### src/common/clock_select_pkg.sv
// Shared constants and types for the USB and core clock selection block.
`default_nettype none
package clock_select_pkg;

  // ----------------------------------------------------------------------
  // Register map (byte addresses on the APB side)
  // ----------------------------------------------------------------------
  localparam logic [7:0] CONFIG_ADDR = 8'h00;
  localparam logic [7:0] TUNE_ADDR = 8'h04;
  localparam logic [7:0] STATUS_ADDR = 8'h08;
  localparam int ADDR_WIDTH = 8;
  localparam int DATA_WIDTH = 32;

  // Control word field positions.
  localparam int MODE_LSB = 0;
  localparam int PRESCALE_LSB = 4;
  localparam int POSTSCALE_LSB = 8;
  localparam int USB_SRC_BIT = 12;
  localparam int USB_LS_BIT = 13;
  localparam int FREQ_LSB = 16;

  // Status word field positions.
  localparam int ST_LS_VIOLATION_BIT = 0;
  localparam int ST_MODE_ERROR_BIT = 1;
  localparam int ST_USB_ACTIVE_BIT = 2;
  localparam int ST_PLL_MODE_BIT = 3;
  localparam int ST_CORE_RATIO_LSB = 4;
  localparam int ST_PRESCALE_RATIO_LSB = 8;

  // ----------------------------------------------------------------------
  // Field widths and reset values
  // ----------------------------------------------------------------------
  localparam int TUNE_WIDTH = 5;
  localparam int FREQ_WIDTH = 6;
  localparam int RATIO_WIDTH = 4;
  localparam logic [2:0] PRESCALE_RESET = 3'h0;
  localparam logic [1:0] POSTSCALE_RESET = 2'h0;
  localparam logic [4:0] TUNE_RESET = 5'h00;
  localparam logic [5:0] FREQ_RESET = 6'h00;

  // Clock mode encodings of clock_mode_sel.
  typedef enum logic [3:0] {
    crystal_mode = 4'h0,
    crystal_pll_mode = 4'h1,
    high_speed_crystal_mode = 4'h2,
    high_speed_crystal_pll_mode = 4'h3,
    external_clock_mode = 4'h4,
    external_clock_io_mode = 4'h5,
    external_clock_pll_mode = 4'h6,
    external_clock_pll_io_mode = 4'h7,
    internal_osc_mode = 4'h8,
    secondary_osc_mode = 4'h9
  } clock_mode_type;

  // ----------------------------------------------------------------------
  // Frequencies and divide ratios
  // ----------------------------------------------------------------------
  localparam logic [7:0] PLL_OUT_MHZ = 8'h60;        // 96 MHz PLL output.
  localparam logic [7:0] LS_CORE_MHZ = 8'h18;        // 24 MHz low-speed core clock.
  localparam logic [3:0] USB_LS_DIV = 4'h4;          // 24 MHz chain to 6 MHz.
  localparam logic [3:0] USB_FS_PLL_DIV = 4'h2;      // 96 MHz PLL to 48 MHz.
  localparam logic [3:0] USB_FS_DIRECT_DIV = 4'h1;   // 48 MHz input taken as is.
  localparam logic [2:0] PRESCALE_DIV6_SEL = 3'h5;
  localparam logic [2:0] PRESCALE_DIV10_SEL = 3'h6;
  localparam logic [2:0] PRESCALE_DIV12_SEL = 3'h7;

  // Fast internal oscillator model: phase step per pclk and tuning weight.
  localparam int ACC_WIDTH = 16;
  localparam logic [15:0] FAST_STEP = 16'h2000;
  localparam int TUNE_SHIFT = 6;

  // Input prescaler ratio for pll_prescale_sel.
  function automatic logic [3:0] prescale_ratio(input logic [2:0] sel);
    case (sel)
      3'h0: prescale_ratio = 4'h1;
      3'h1: prescale_ratio = 4'h2;
      3'h2: prescale_ratio = 4'h3;
      3'h3: prescale_ratio = 4'h4;
      3'h4: prescale_ratio = 4'h5;
      3'h5: prescale_ratio = 4'h6;
      3'h6: prescale_ratio = 4'ha;
      default: prescale_ratio = 4'hc;
    endcase
  endfunction : prescale_ratio

  // Core postscaler ratio; PLL modes divide the 96 MHz PLL output.
  function automatic logic [3:0] postscale_ratio(input logic pll, input logic [1:0] sel);
    case ({pll, sel})
      3'h0: postscale_ratio = 4'h1;
      3'h1: postscale_ratio = 4'h2;
      3'h2: postscale_ratio = 4'h3;
      3'h3: postscale_ratio = 4'h4;
      3'h4: postscale_ratio = 4'h2;
      3'h5: postscale_ratio = 4'h3;
      3'h6: postscale_ratio = 4'h4;
      default: postscale_ratio = 4'h6;
    endcase
  endfunction : postscale_ratio

endpackage : clock_select_pkg
`default_nettype wire

### src/rtl/usb_core_clock_select.sv
// Clock selection block: PLL prescaler, core postscaler, USB clock and oscillator tuning.
//
// Notes on behaviour
// - USB module gets 6 MHz in low-speed, 48 MHz in full-speed mode.
// - Low-speed USB clock comes from primary chain, divided by four, not PLL.
// - Low-speed USB active with primary oscillator mode requires a 24 MHz core clock.
// - The 24 MHz restriction is lifted for secondary or internal oscillator sources.
// - USB clock may run from primary oscillator while core runs slower elsewhere.
// - Tuning value trims the fast internal oscillator only, never the slow RC.
// - Prescaler codes 111, 110, 101 divide by 12, 10 and 6.
// - 40/48 MHz inputs allow external-clock modes only; 24 MHz also allows high-speed crystal.
// - Non-PLL postscaler codes 00..11 divide by 1, 2, 3 and 4.
// - PLL postscaler codes 00..11 give 48, 32, 24 and 16 MHz core clocks.
// - 24 MHz high-speed crystal without PLL gives 24, 12, 8, 6 MHz.
// - Tuning field is two's complement: 01111 max, 00000 centre, 10000 minimum.
// - Direct 48 MHz USB clock is used only while usb_clock_source_sel is cleared.
`timescale 1ns/1ps
`default_nettype none

module usb_core_clock_select
  import clock_select_pkg::*;
#(
  parameter int SLOW_RC_DIV = 6451
) (
  input wire logic pclk,
  input wire logic presetn,
  input wire logic psel,
  input wire logic penable,
  input wire logic pwrite,
  input wire logic [ADDR_WIDTH-1:0] paddr,
  input wire logic [DATA_WIDTH-1:0] pwdata,
  output var logic [DATA_WIDTH-1:0] prdata,
  output logic pready,
  output logic pslverr,
  input wire logic osc_tick,
  input wire logic pll_tick,
  input wire logic sec_osc_tick,
  input wire logic usb_active,
  output var logic pll_ref_tick,
  output var logic core_tick,
  output var logic usb_tick,
  output var logic fast_internal_osc,
  output var logic slow_internal_rc,
  output var logic [TUNE_WIDTH-1:0] osc_tuning_value,
  output var logic low_speed_violation,
  output var logic mode_not_allowed
);

  localparam int SLOW_WIDTH = $clog2(SLOW_RC_DIV + 1);
  localparam logic [SLOW_WIDTH-1:0] SLOW_LAST = SLOW_WIDTH'(SLOW_RC_DIV - 1);
  localparam logic [SLOW_WIDTH-1:0] SLOW_ZERO = '0;
  localparam logic [RATIO_WIDTH-1:0] RATIO_ONE = 4'h1;
  localparam logic [RATIO_WIDTH-1:0] CNT_ZERO = 4'h0;

  // ----------------------------------------------------------------------
  // State record
  // ----------------------------------------------------------------------
  typedef struct packed {
    clock_mode_type clock_mode_sel;
    logic [2:0] pll_prescale_sel;
    logic [1:0] core_postscale_sel;
    logic usb_clock_source_sel;
    logic usb_low_speed;
    logic [FREQ_WIDTH-1:0] osc_freq_mhz;
    logic [TUNE_WIDTH-1:0] tune;
    logic usb_active_meta;
    logic usb_active_sync;
    logic [RATIO_WIDTH-1:0] prescale_cnt;
    logic [RATIO_WIDTH-1:0] core_cnt;
    logic [RATIO_WIDTH-1:0] usb_cnt;
    logic pll_ref_tick;
    logic core_tick;
    logic usb_tick;
    logic [ACC_WIDTH-1:0] fast_acc;
    logic fast_tick;
    logic [SLOW_WIDTH-1:0] slow_cnt;
    logic slow_tick;
    logic [DATA_WIDTH-1:0] prdata;
  } state_type;

  state_type cur;
  state_type next_cur;

  // ----------------------------------------------------------------------
  // Decoded configuration
  // ----------------------------------------------------------------------
  logic pll_mode;
  logic primary_mode;
  logic ext_mode;
  logic hs_mode;
  logic mode_defined;
  logic [RATIO_WIDTH-1:0] pre_ratio;
  logic [RATIO_WIDTH-1:0] core_ratio;
  logic [RATIO_WIDTH-1:0] usb_ratio;
  logic core_src_tick;
  logic usb_src_tick;
  logic ls_violation;
  logic mode_error;
  logic [7:0] core_target;
  logic [7:0] core_source_mhz;
  logic setup_phase;
  logic access_phase;
  logic addr_mapped;
  logic [DATA_WIDTH-1:0] status_word;
  logic [DATA_WIDTH-1:0] config_word;
  logic signed [ACC_WIDTH:0] fast_step;

  // Mode classification drives both clock routing and the legality checks.
  always_comb begin
    pll_mode = (cur.clock_mode_sel == crystal_pll_mode) ||
               (cur.clock_mode_sel == high_speed_crystal_pll_mode) ||
               (cur.clock_mode_sel == external_clock_pll_mode) ||
               (cur.clock_mode_sel == external_clock_pll_io_mode);
    ext_mode = (cur.clock_mode_sel == external_clock_mode) ||
               (cur.clock_mode_sel == external_clock_io_mode) ||
               (cur.clock_mode_sel == external_clock_pll_mode) ||
               (cur.clock_mode_sel == external_clock_pll_io_mode);
    hs_mode = (cur.clock_mode_sel == high_speed_crystal_mode) ||
              (cur.clock_mode_sel == high_speed_crystal_pll_mode);
    primary_mode = ext_mode || hs_mode ||
                   (cur.clock_mode_sel == crystal_mode) ||
                   (cur.clock_mode_sel == crystal_pll_mode);
    mode_defined = primary_mode ||
                   (cur.clock_mode_sel == internal_osc_mode) ||
                   (cur.clock_mode_sel == secondary_osc_mode);
  end

  // Divide ratios for the three dividers.
  always_comb begin
    pre_ratio = prescale_ratio(cur.pll_prescale_sel);
    core_ratio = postscale_ratio(pll_mode, cur.core_postscale_sel);
    if (cur.usb_low_speed) begin
      usb_ratio = USB_LS_DIV;
    end else if (cur.usb_clock_source_sel) begin
      usb_ratio = USB_FS_PLL_DIV;
    end else begin
      usb_ratio = USB_FS_DIRECT_DIV;
    end
  end

  // Source selection. The USB source never looks at the core source, so the
  // core may run from a slow clock while USB keeps the primary oscillator.
  always_comb begin
    if (pll_mode) begin
      core_src_tick = pll_tick;
    end else if (cur.clock_mode_sel == internal_osc_mode) begin
      core_src_tick = cur.fast_tick;
    end else if (cur.clock_mode_sel == secondary_osc_mode) begin
      core_src_tick = sec_osc_tick;
    end else begin
      core_src_tick = osc_tick;
    end
    // Low-speed uses the primary chain, full speed the PLL unless direct.
    if (cur.usb_low_speed || !cur.usb_clock_source_sel) begin
      usb_src_tick = osc_tick;
    end else begin
      usb_src_tick = pll_tick;
    end
  end

  // Legality checks. Only primary modes are held to the 24 MHz core limit;
  // the frequency field is what software tells us the input runs at.
  always_comb begin
    core_source_mhz = pll_mode ? PLL_OUT_MHZ : {2'b00, cur.osc_freq_mhz};
    core_target = LS_CORE_MHZ * {4'h0, core_ratio};
    ls_violation = cur.usb_active_sync && cur.usb_low_speed && primary_mode &&
                   (core_source_mhz != core_target);
    mode_error = !mode_defined;
    if (primary_mode) begin
      if ((cur.pll_prescale_sel == PRESCALE_DIV10_SEL) ||
          (cur.pll_prescale_sel == PRESCALE_DIV12_SEL)) begin
        mode_error = !ext_mode;
      end else if (cur.pll_prescale_sel == PRESCALE_DIV6_SEL) begin
        mode_error = !(ext_mode || hs_mode);
      end
    end
  end

  // Fast oscillator phase step: centre step plus the signed trim.
  always_comb begin
    fast_step = $signed({1'b0, FAST_STEP}) +
                ($signed({{(ACC_WIDTH + 1 - TUNE_WIDTH){cur.tune[TUNE_WIDTH-1]}}, cur.tune})
                <<< TUNE_SHIFT);
  end

  // ----------------------------------------------------------------------
  // APB decode
  // ----------------------------------------------------------------------
  always_comb begin
    setup_phase = psel && !penable;
    access_phase = psel && penable;
    addr_mapped = (paddr == CONFIG_ADDR) || (paddr == TUNE_ADDR) || (paddr == STATUS_ADDR);
    config_word = '0;
    config_word[MODE_LSB +: 4] = cur.clock_mode_sel;
    config_word[PRESCALE_LSB +: 3] = cur.pll_prescale_sel;
    config_word[POSTSCALE_LSB +: 2] = cur.core_postscale_sel;
    config_word[USB_SRC_BIT] = cur.usb_clock_source_sel;
    config_word[USB_LS_BIT] = cur.usb_low_speed;
    config_word[FREQ_LSB +: FREQ_WIDTH] = cur.osc_freq_mhz;
    status_word = '0;
    status_word[ST_LS_VIOLATION_BIT] = ls_violation;
    status_word[ST_MODE_ERROR_BIT] = mode_error;
    status_word[ST_USB_ACTIVE_BIT] = cur.usb_active_sync;
    status_word[ST_PLL_MODE_BIT] = pll_mode;
    status_word[ST_CORE_RATIO_LSB +: RATIO_WIDTH] = core_ratio;
    status_word[ST_PRESCALE_RATIO_LSB +: RATIO_WIDTH] = pre_ratio;
  end

  // Zero wait states: every access completes in its first access cycle.
  assign pready = 1'b1;
  assign pslverr = access_phase && !addr_mapped;

  // ----------------------------------------------------------------------
  // Next state
  // ----------------------------------------------------------------------
  always_comb begin
    next_cur = cur;

    // Register writes land on the access cycle that completes the transfer.
    if (access_phase && pwrite) begin
      if (paddr == CONFIG_ADDR) begin
        next_cur.clock_mode_sel = clock_mode_type'(pwdata[MODE_LSB +: 4]);
        next_cur.pll_prescale_sel = pwdata[PRESCALE_LSB +: 3];
        next_cur.core_postscale_sel = pwdata[POSTSCALE_LSB +: 2];
        next_cur.usb_clock_source_sel = pwdata[USB_SRC_BIT];
        next_cur.usb_low_speed = pwdata[USB_LS_BIT];
        next_cur.osc_freq_mhz = pwdata[FREQ_LSB +: FREQ_WIDTH];
      end else if (paddr == TUNE_ADDR) begin
        next_cur.tune = pwdata[TUNE_WIDTH-1:0];
      end
    end

    // Read data is captured in the setup cycle so it is steady in access.
    if (setup_phase && !pwrite) begin
      if (paddr == CONFIG_ADDR) begin
        next_cur.prdata = config_word;
      end else if (paddr == TUNE_ADDR) begin
        next_cur.prdata = {{(DATA_WIDTH - TUNE_WIDTH){1'b0}}, cur.tune};
      end else if (paddr == STATUS_ADDR) begin
        next_cur.prdata = status_word;
      end else begin
        next_cur.prdata = '0;
      end
    end

    // The USB activity level comes from an unrelated clock domain.
    next_cur.usb_active_meta = usb_active;
    next_cur.usb_active_sync = cur.usb_active_meta;

    // Input prescaler feeding the PLL reference. A counter beyond a freshly
    // lowered ratio wraps at once instead of running round the full range.
    next_cur.pll_ref_tick = 1'b0;
    if (osc_tick) begin
      if (cur.prescale_cnt >= pre_ratio - RATIO_ONE) begin
        next_cur.prescale_cnt = CNT_ZERO;
        next_cur.pll_ref_tick = 1'b1;
      end else begin
        next_cur.prescale_cnt = cur.prescale_cnt + RATIO_ONE;
      end
    end

    // Core postscaler.
    next_cur.core_tick = 1'b0;
    if (core_src_tick) begin
      if (cur.core_cnt >= core_ratio - RATIO_ONE) begin
        next_cur.core_cnt = CNT_ZERO;
        next_cur.core_tick = 1'b1;
      end else begin
        next_cur.core_cnt = cur.core_cnt + RATIO_ONE;
      end
    end

    // USB clock divider, independent of the core path.
    next_cur.usb_tick = 1'b0;
    if (usb_src_tick) begin
      if (cur.usb_cnt >= usb_ratio - RATIO_ONE) begin
        next_cur.usb_cnt = CNT_ZERO;
        next_cur.usb_tick = 1'b1;
      end else begin
        next_cur.usb_cnt = cur.usb_cnt + RATIO_ONE;
      end
    end

    // Fast internal oscillator: the carry of the phase accumulator is the tick.
    {next_cur.fast_tick, next_cur.fast_acc} =
      (ACC_WIDTH + 1)'({1'b0, cur.fast_acc} + fast_step);

    // Slow RC runs from a fixed divider the trim cannot reach.
    next_cur.slow_tick = 1'b0;
    if (cur.slow_cnt >= SLOW_LAST) begin
      next_cur.slow_cnt = SLOW_ZERO;
      next_cur.slow_tick = 1'b1;
    end else begin
      next_cur.slow_cnt = cur.slow_cnt + SLOW_WIDTH'(1);
    end
  end

  // ----------------------------------------------------------------------
  // State register
  // ----------------------------------------------------------------------
  always_ff @(posedge pclk or negedge presetn) begin
    if (!presetn) begin
      cur <= '0;
      cur.clock_mode_sel <= external_clock_mode;
      cur.pll_prescale_sel <= PRESCALE_RESET;
      cur.core_postscale_sel <= POSTSCALE_RESET;
      cur.osc_freq_mhz <= FREQ_RESET;
      cur.tune <= TUNE_RESET;
    end else begin
      cur <= next_cur;
    end
  end

  // ----------------------------------------------------------------------
  // Outputs
  // ----------------------------------------------------------------------
  always_comb begin
    prdata = cur.prdata;
    pll_ref_tick = cur.pll_ref_tick;
    core_tick = cur.core_tick;
    usb_tick = cur.usb_tick;
    fast_internal_osc = cur.fast_tick;
    slow_internal_rc = cur.slow_tick;
    osc_tuning_value = cur.tune;
    low_speed_violation = ls_violation;
    mode_not_allowed = mode_error;
  end

endmodule : usb_core_clock_select
`default_nettype wire

### config.mk
export PLATFORM = sky130hd
export DESIGN_NAME = usb_core_clock_select
export DESIGN_NICKNAME = d
export VERILOG_FILES = /design/src/common/clock_select_pkg.sv /design/src/rtl/usb_core_clock_select.sv
export SDC_FILE = /design/constraint.sdc
export NUM_CORES = 1
export LEC_CHECK = 0
export BUFFER_PORTS_ARGS = -buffer_cell sky130_fd_sc_hd__buf_4
export CAP_MARGIN = 30
export CORE_UTILIZATION = 60
export CTS_CLUSTER_SIZE = 40
export DETAILED_ROUTE_END_ITERATION = 10
export PLACE_DENSITY = 0.86
export SKIP_LAST_GASP = 1
export SYNTH_ARGS = -nofsm -noshare
export SYNTH_HDL_FRONTEND = slang
export SYNTH_SLANG_ARGS = --single-unit
### constraint.sdc
create_clock -name pclk -period 6.3 [get_ports pclk]
set_input_delay 0.945 -clock pclk [delete_from_list [all_inputs] [get_ports pclk]]
set_output_delay 0.945 -clock pclk [all_outputs]
set_load 0.01 [all_outputs]
# [Word-level counts from Yosys, hierarchy flattened]
# Cells that the tools add are included.
[totals] ff_bits=102 elab_cells=126 input_bits=49
[classes] eq_ne=25 mux=26 order_cmp=4 addsub=9 n_reduce_logical=40 n_bitwise=1 multipliers=1
[op_table] op="$pmux W4 S7" n=1
[op_table] op="$mux W12" n=2
[op_table] op="$mux W22" n=1
[op_table] op="$eq A3 B3 Y1 const B" n=7
[op_table] op="$add A16 B17 Y17" n=1
[op_table] op="$add A15 B11 Y16 const A" n=1
[op_table] op="$eq A4 B3 Y1 const B" n=4
[op_table] op="$logic_or A1 B1 Y1" n=16
[op_table] op="$mux W1" n=14
[op_table] op="$add A13 B1 Y13 const B" n=1
[op_table] op="$ge A13 B13 Y1 const B" n=1
[op_table] op="$mux W13" n=1
[op_table] op="$add A4 B1 Y4 const B" n=3
[op_table] op="$eq A3 B2 Y1 const B" n=4
[op_table] op="$ge A4 B4 Y1" n=3
[op_table] op="$mux W4" n=3
[op_table] op="$pmux W3 S4" n=1
[op_table] op="$sub A4 B1 Y4 const B" n=3
[op_table] op="$eq A4 B2 Y1 const B" n=2
[op_table] op="$eq A4 B4 Y1 const B" n=2
[op_table] op="$eq A8 B3 Y1 const B" n=1
[op_table] op="$eq A8 B4 Y1 const B" n=1
[op_table] op="$logic_and A1 B1 Y1" n=8
[op_table] op="$logic_not A8 Y1" n=1
[op_table] op="other kinds (14)" n=24

# [Depth between registers and ports, before layout]
[depth] word_depth=16 mapped_depth=13

# [Worst setup path after synthesis]
# Ideal clock, no wire load.
[synth_timing] kind="register -> output" startpoint="register cur (netlist bit config_word[2])" endpoint="output low_speed_violation" path_stages_with_launch=13 path_slack_ns=2.317 arrival_time_ns=3.038 path_buffers=0 path_cell_list="dfstp_2 > mux2i_1 > nor2_4 > xnor2_1 > o21ai_0 > inv_1 > ha_1 > inv_1 > fa_1 > o22a_1 > o211ai_1 > mux2i_1 > a31oi_1"
[synth_between] elab_chain_cells=10
[synth_rtl] item="start, declared" line="usb_core_clock_select.sv:81" rtl="state_type cur;"
[synth_rtl] item="start signal, assigned" line="usb_core_clock_select.sv:310" rtl="cur <= next_cur;"
[synth_rtl] item="$eq A4 B1 Y1 or $eq A4 B2 Y1 (tied branches)"
[synth_rtl] item="$logic_or A1 B1 Y1" line="usb_core_clock_select.sv:110" rtl="pll_mode = (cur.clock_mode_sel == crystal_pll_mode) ||"
[synth_rtl] item="$logic_or A1 B1 Y1" line="usb_core_clock_select.sv:111" rtl="(cur.clock_mode_sel == high_speed_crystal_pll_mode) ||"
[synth_rtl] item="$logic_or A1 B1 Y1" line="usb_core_clock_select.sv:112" rtl="(cur.clock_mode_sel == external_clock_pll_mode) ||"
[synth_rtl] item="$eq A3 B3 Y1 (tied with other cells)" line="clock_select_pkg.sv:88" rtl="case ({pll, sel})"
[synth_rtl] item="$reduce_or A2 Y1 (no source line)"
[synth_rtl] item="$pmux W3 S4" line="clock_select_pkg.sv:88"
[synth_rtl] item="$mul A2 B4 Y5" line="usb_core_clock_select.sv:165" rtl="core_target = LS_CORE_MHZ * {4'h0, core_ratio};"
[synth_rtl] item="$ne A7 B8 Y1" line="usb_core_clock_select.sv:167" rtl="(core_source_mhz != core_target);"
[synth_rtl] item="$logic_and A1 B1 Y1 *" line="usb_core_clock_select.sv:166" rtl="ls_violation = cur.usb_active_sync && cur.usb_low_speed && primary_mode &&"
[synth_rtl] item="end, declared" line="usb_core_clock_select.sv:45" rtl="output var logic low_speed_violation,"
# Every way passes the cells marked *; elsewhere a longest branch is shown, timed or not.

# [Worst setup path in the final report]
# Ends and elaborated chain as after synthesis.

==> results.yml <==
pwr:
  finalPower_uw: 1380
  ir_drop_uv: 218
  power.share.clock: 0.280
  p_sw_frac: 0.299
  combinationalPowerShare: 0.245
  p_int_uw: 970
  power.switching_uw: 413
  seq_power_share: 0.475
  leakagePower_uw: 0.00263
  cellPowerDensity_nw_per_um2: 261
setup_path:
  regToRegStartpoint: "config_word[2]$_DFFE_PN1P_"
  crit_path_cell_trace: "mux2i_1, nor2_4, xnor2_1, o21ai_0, inv_1, ha_1, inv_1, fa_1, o22a_1, o211ai_1, mux2i_1, a31oi_1, buf_4"
  critPathArrivalTime_ps: 3910
  cpPeakStageDelay_ps: 590
  cpMaxStageDelayCell: "dfstp_2"
  path_max_fanout: 8
  path_class: "reg2out"
  cp.required_ps: 5350
  rrSetupSlack_ps: 2590
  rr_endpoint: "prdata[0]$_DFFE_PN0P_"
  startpoint_type: "flop"
  r2r_cells: 13
  critPathCaptureType: "output pin"
sta:
  max_slew_margin: 0.387
  rsz0062_at_grt: "false"
  post-route-period-util: 0.771
  fin_skew_ps: 5.68
  finalHoldViolations: 0
  setup_violations: 0
  period_needed_ps: 4860
  final_max_slew_viol_count: 0
  finalSetupTns_ps: 0
  fmax_ghz: 0.206
  tightest_slew_ps: 918
synth:
  synth_top_area_frac: 0.435
  ys_seq_area_frac: 0.440
  ys_types: 58
  yosysMostFrequentCell: "dfrtp_1"
  synth-edff-count: 0
  async_flop_share: 1.00
  syn_inst: 465
  syn_area_per_cell_um2: 10.2
  ys_seq_elements: 83
  ys_dominant_reg_cell: "dfrtp_1"
  synth_area_leaders: "dfrtp_1 43%, ha_1 7.9%, buf_4 6.0%"
  netlist_top_cells_count: "82 x dfrtp_1, 42 x nand2_1, 38 x buf_4, 34 x nor2_1, 33 x o21ai_0"
  yosysTopAreaCell: "dfrtp_1"
  ys_warn_count: 0
  syn_area_um2: 4720
drt:
  ant_nets: 0
  vias: 3346
  drt_iter0_markers: 138
  routed_wl_um: 9100
  dr.pass1.iters: 4
  vias_per_cell: 5.45
  drc: 0
  wire_per_inst_um: 14.8
worst_hold_path:
  hold_class: "reg2reg"
  min_path_cells: 0
  hold_path.startpoint: "cur[79]$_DFF_PN0_"
  hold_end: "cur[78]$_DFF_PN0_"
global_route:
  grt_pass1_vias: 3515
  grt_first_pass_wirelength_um: 15500
  grt_max_degree: 53
  antenna_found_initial: 0
  grt_use_total: 0.237
  gr-total-overflow: 0
placement:
  port_buffers: 65
  place.gp.congestion: 0.811
  place_hpwl_um: 6800
  dpl_cell_area_um2: 5090
clock_network:
  htreeDepth: 3
  clock-sinks: 83
  cts_tree: "built"
  clkTransAtPathRegs_ps: 80
  post_cts_buffers: 0
  worstSkewPairLatency_ps: 350
  cts_buffers: 9
  hold_buffers: 0
  ctsResizeCount: 0
  cts_root_buffer: "clkbuf_8"
  cts_buffer_depth: 2
die:
  fp.dieW_um: 90.7
  row_count: 31
  dieArea_um2: 8230
  start_util: 0.634
  design.core.area_um2: 7450
  boundaryPins: 95
  die_h_um: 90.7
cells_and_area:
  syn_to_final_growth_pct: 12.1
  layout-drive-gt1-share: 0.221
  postLayoutCellArea_um2: 5290
  fin_nets: 591
  antenna_cells: 0
flow_run:
  cap_violations: 0
outcome:
  outcome: "complete, no violations"
[cells by family after synthesis]
group,count (synthesis),share of synthesized area
simple gates,137,0.148
compound gates,86,0.116
flops,83,0.440
buf+inv,71,0.0906
mux,33,0.0763
fa+ha+maj,32,0.0880
xor+xnor,21,0.0390
other cells,2,0.00159
[flip-flops by register name (all words and copies together) (netlist names)]
name and cells:
core_tick 1, slow_internal_rc 1, fast_internal_osc 1, config_word 17, osc_tuning_value 5, usb_tick 1, cur 37, prdata 19
pll_ref_tick 1
[power groups by stage]
stage / Clock [uW] / Sequential, uW / Combinational (uW)
after floorplan: 0 / 657 / 245
after global placement: 0 / 663 / 313
after detailed placement: 0 / 667 / 339
after CTS: 397 / 657 / 343
after global routing: 416 / 666 / 389
final: 387 / 657 / 338
[cells in the final DEF, fill, tap and decap left out, types with 5 or more instances in the layout]
cell type / instances
nand2b_1: 12
buf_4: 67
nand2_1: 42
a22o_1: 9
ha_1: 30
xnor2_1: 13
nand3_1: 11
nor2_1: 34
o21ai_0: 33
and3_1: 5
inv_1: 23
mux2i_1: 12
clkbuf_8: 11
a21oi_1: 17
xor2_1: 8
mux2_2: 20
nor2b_1: 7
conb_1: 16
nor3_1: 6
dfrtp_1: 82
[cell type report]
| cell class | count | area, um2 |
|---|---|---|
| Timing Repair Buffer | 68 | 531 |
| Clock buffer | 12 | 155 |
| Sequential cell | 83 | 2080 |
| Clock inverter | 4 | 48.8 |
| Inverter | 23 | 86.3 |
| Multi-Input combinational cell | 325 | 2270 |
| Tap cell | 99 | 124 |
| Fill cell | 562 | 2160 |
[worst max path at each step]
stage | startpoint | to | slack, ps | depth (start not counted)
3_5_place_dp | config_word[2]$_DFFE_PN1P_ | low_speed_violation | 1900 | 13
4_1_cts | config_word[2]$_DFFE_PN1P_ | low_speed_violation | 1440 | 13
6_report | config_word[2]$_DFFE_PN1P_ | low_speed_violation | 1440 | 13
5_1_grt | config_word[2]$_DFFE_PN1P_ | low_speed_violation | 1150 | 13
2_1_floorplan | config_word[2]$_DFFE_PN1P_ | low_speed_violation | 2320 | 12
3_3_place_gp | config_word[2]$_DFFE_PN1P_ | low_speed_violation | 1990 | 13
[per-layer routing]
| layer | vias to the layer above | part of all wire | wire length (um) | GRT usage |
|---|---|---|---|---|
| li1 | 1633 | - | - | - |
| met4 | 0 | 0.025 | 225 | 0.0968 |
| met2 | 83 | 0.52 | 4720 | 0.421 |
| met5 | - | 0 | 0 | 0 |
| met1 | 1608 | 0.41 | 3760 | 0.274 |
| met3 | 22 | 0.043 | 391 | 0.0539 |
[worst max-delay path: cells and delay by family, from the launching register on]
family,cells,cell delay (ps)
AO/OA/AOI/OAI,4,1190
adder cells (fa/ha/maj),2,700
flip-flops,1,590
multiplexers,2,420
buffers and inverters,3,390
XOR/XNOR,1,140
AND/OR/NAND/NOR,1,120
[through the flow]
stage	hold WS, ps	worst slack, ps	utilization	cells
detailed placement	344	1900	0.683	598
global placement	351	1990	0.679	597
floorplan	331	2320	-	479
finish	363	1440	0.711	614
CTS	363	1440	0.711	614
global route	373	1150	0.711	614
No activity file was read; power rests on OpenSTA's default activity.
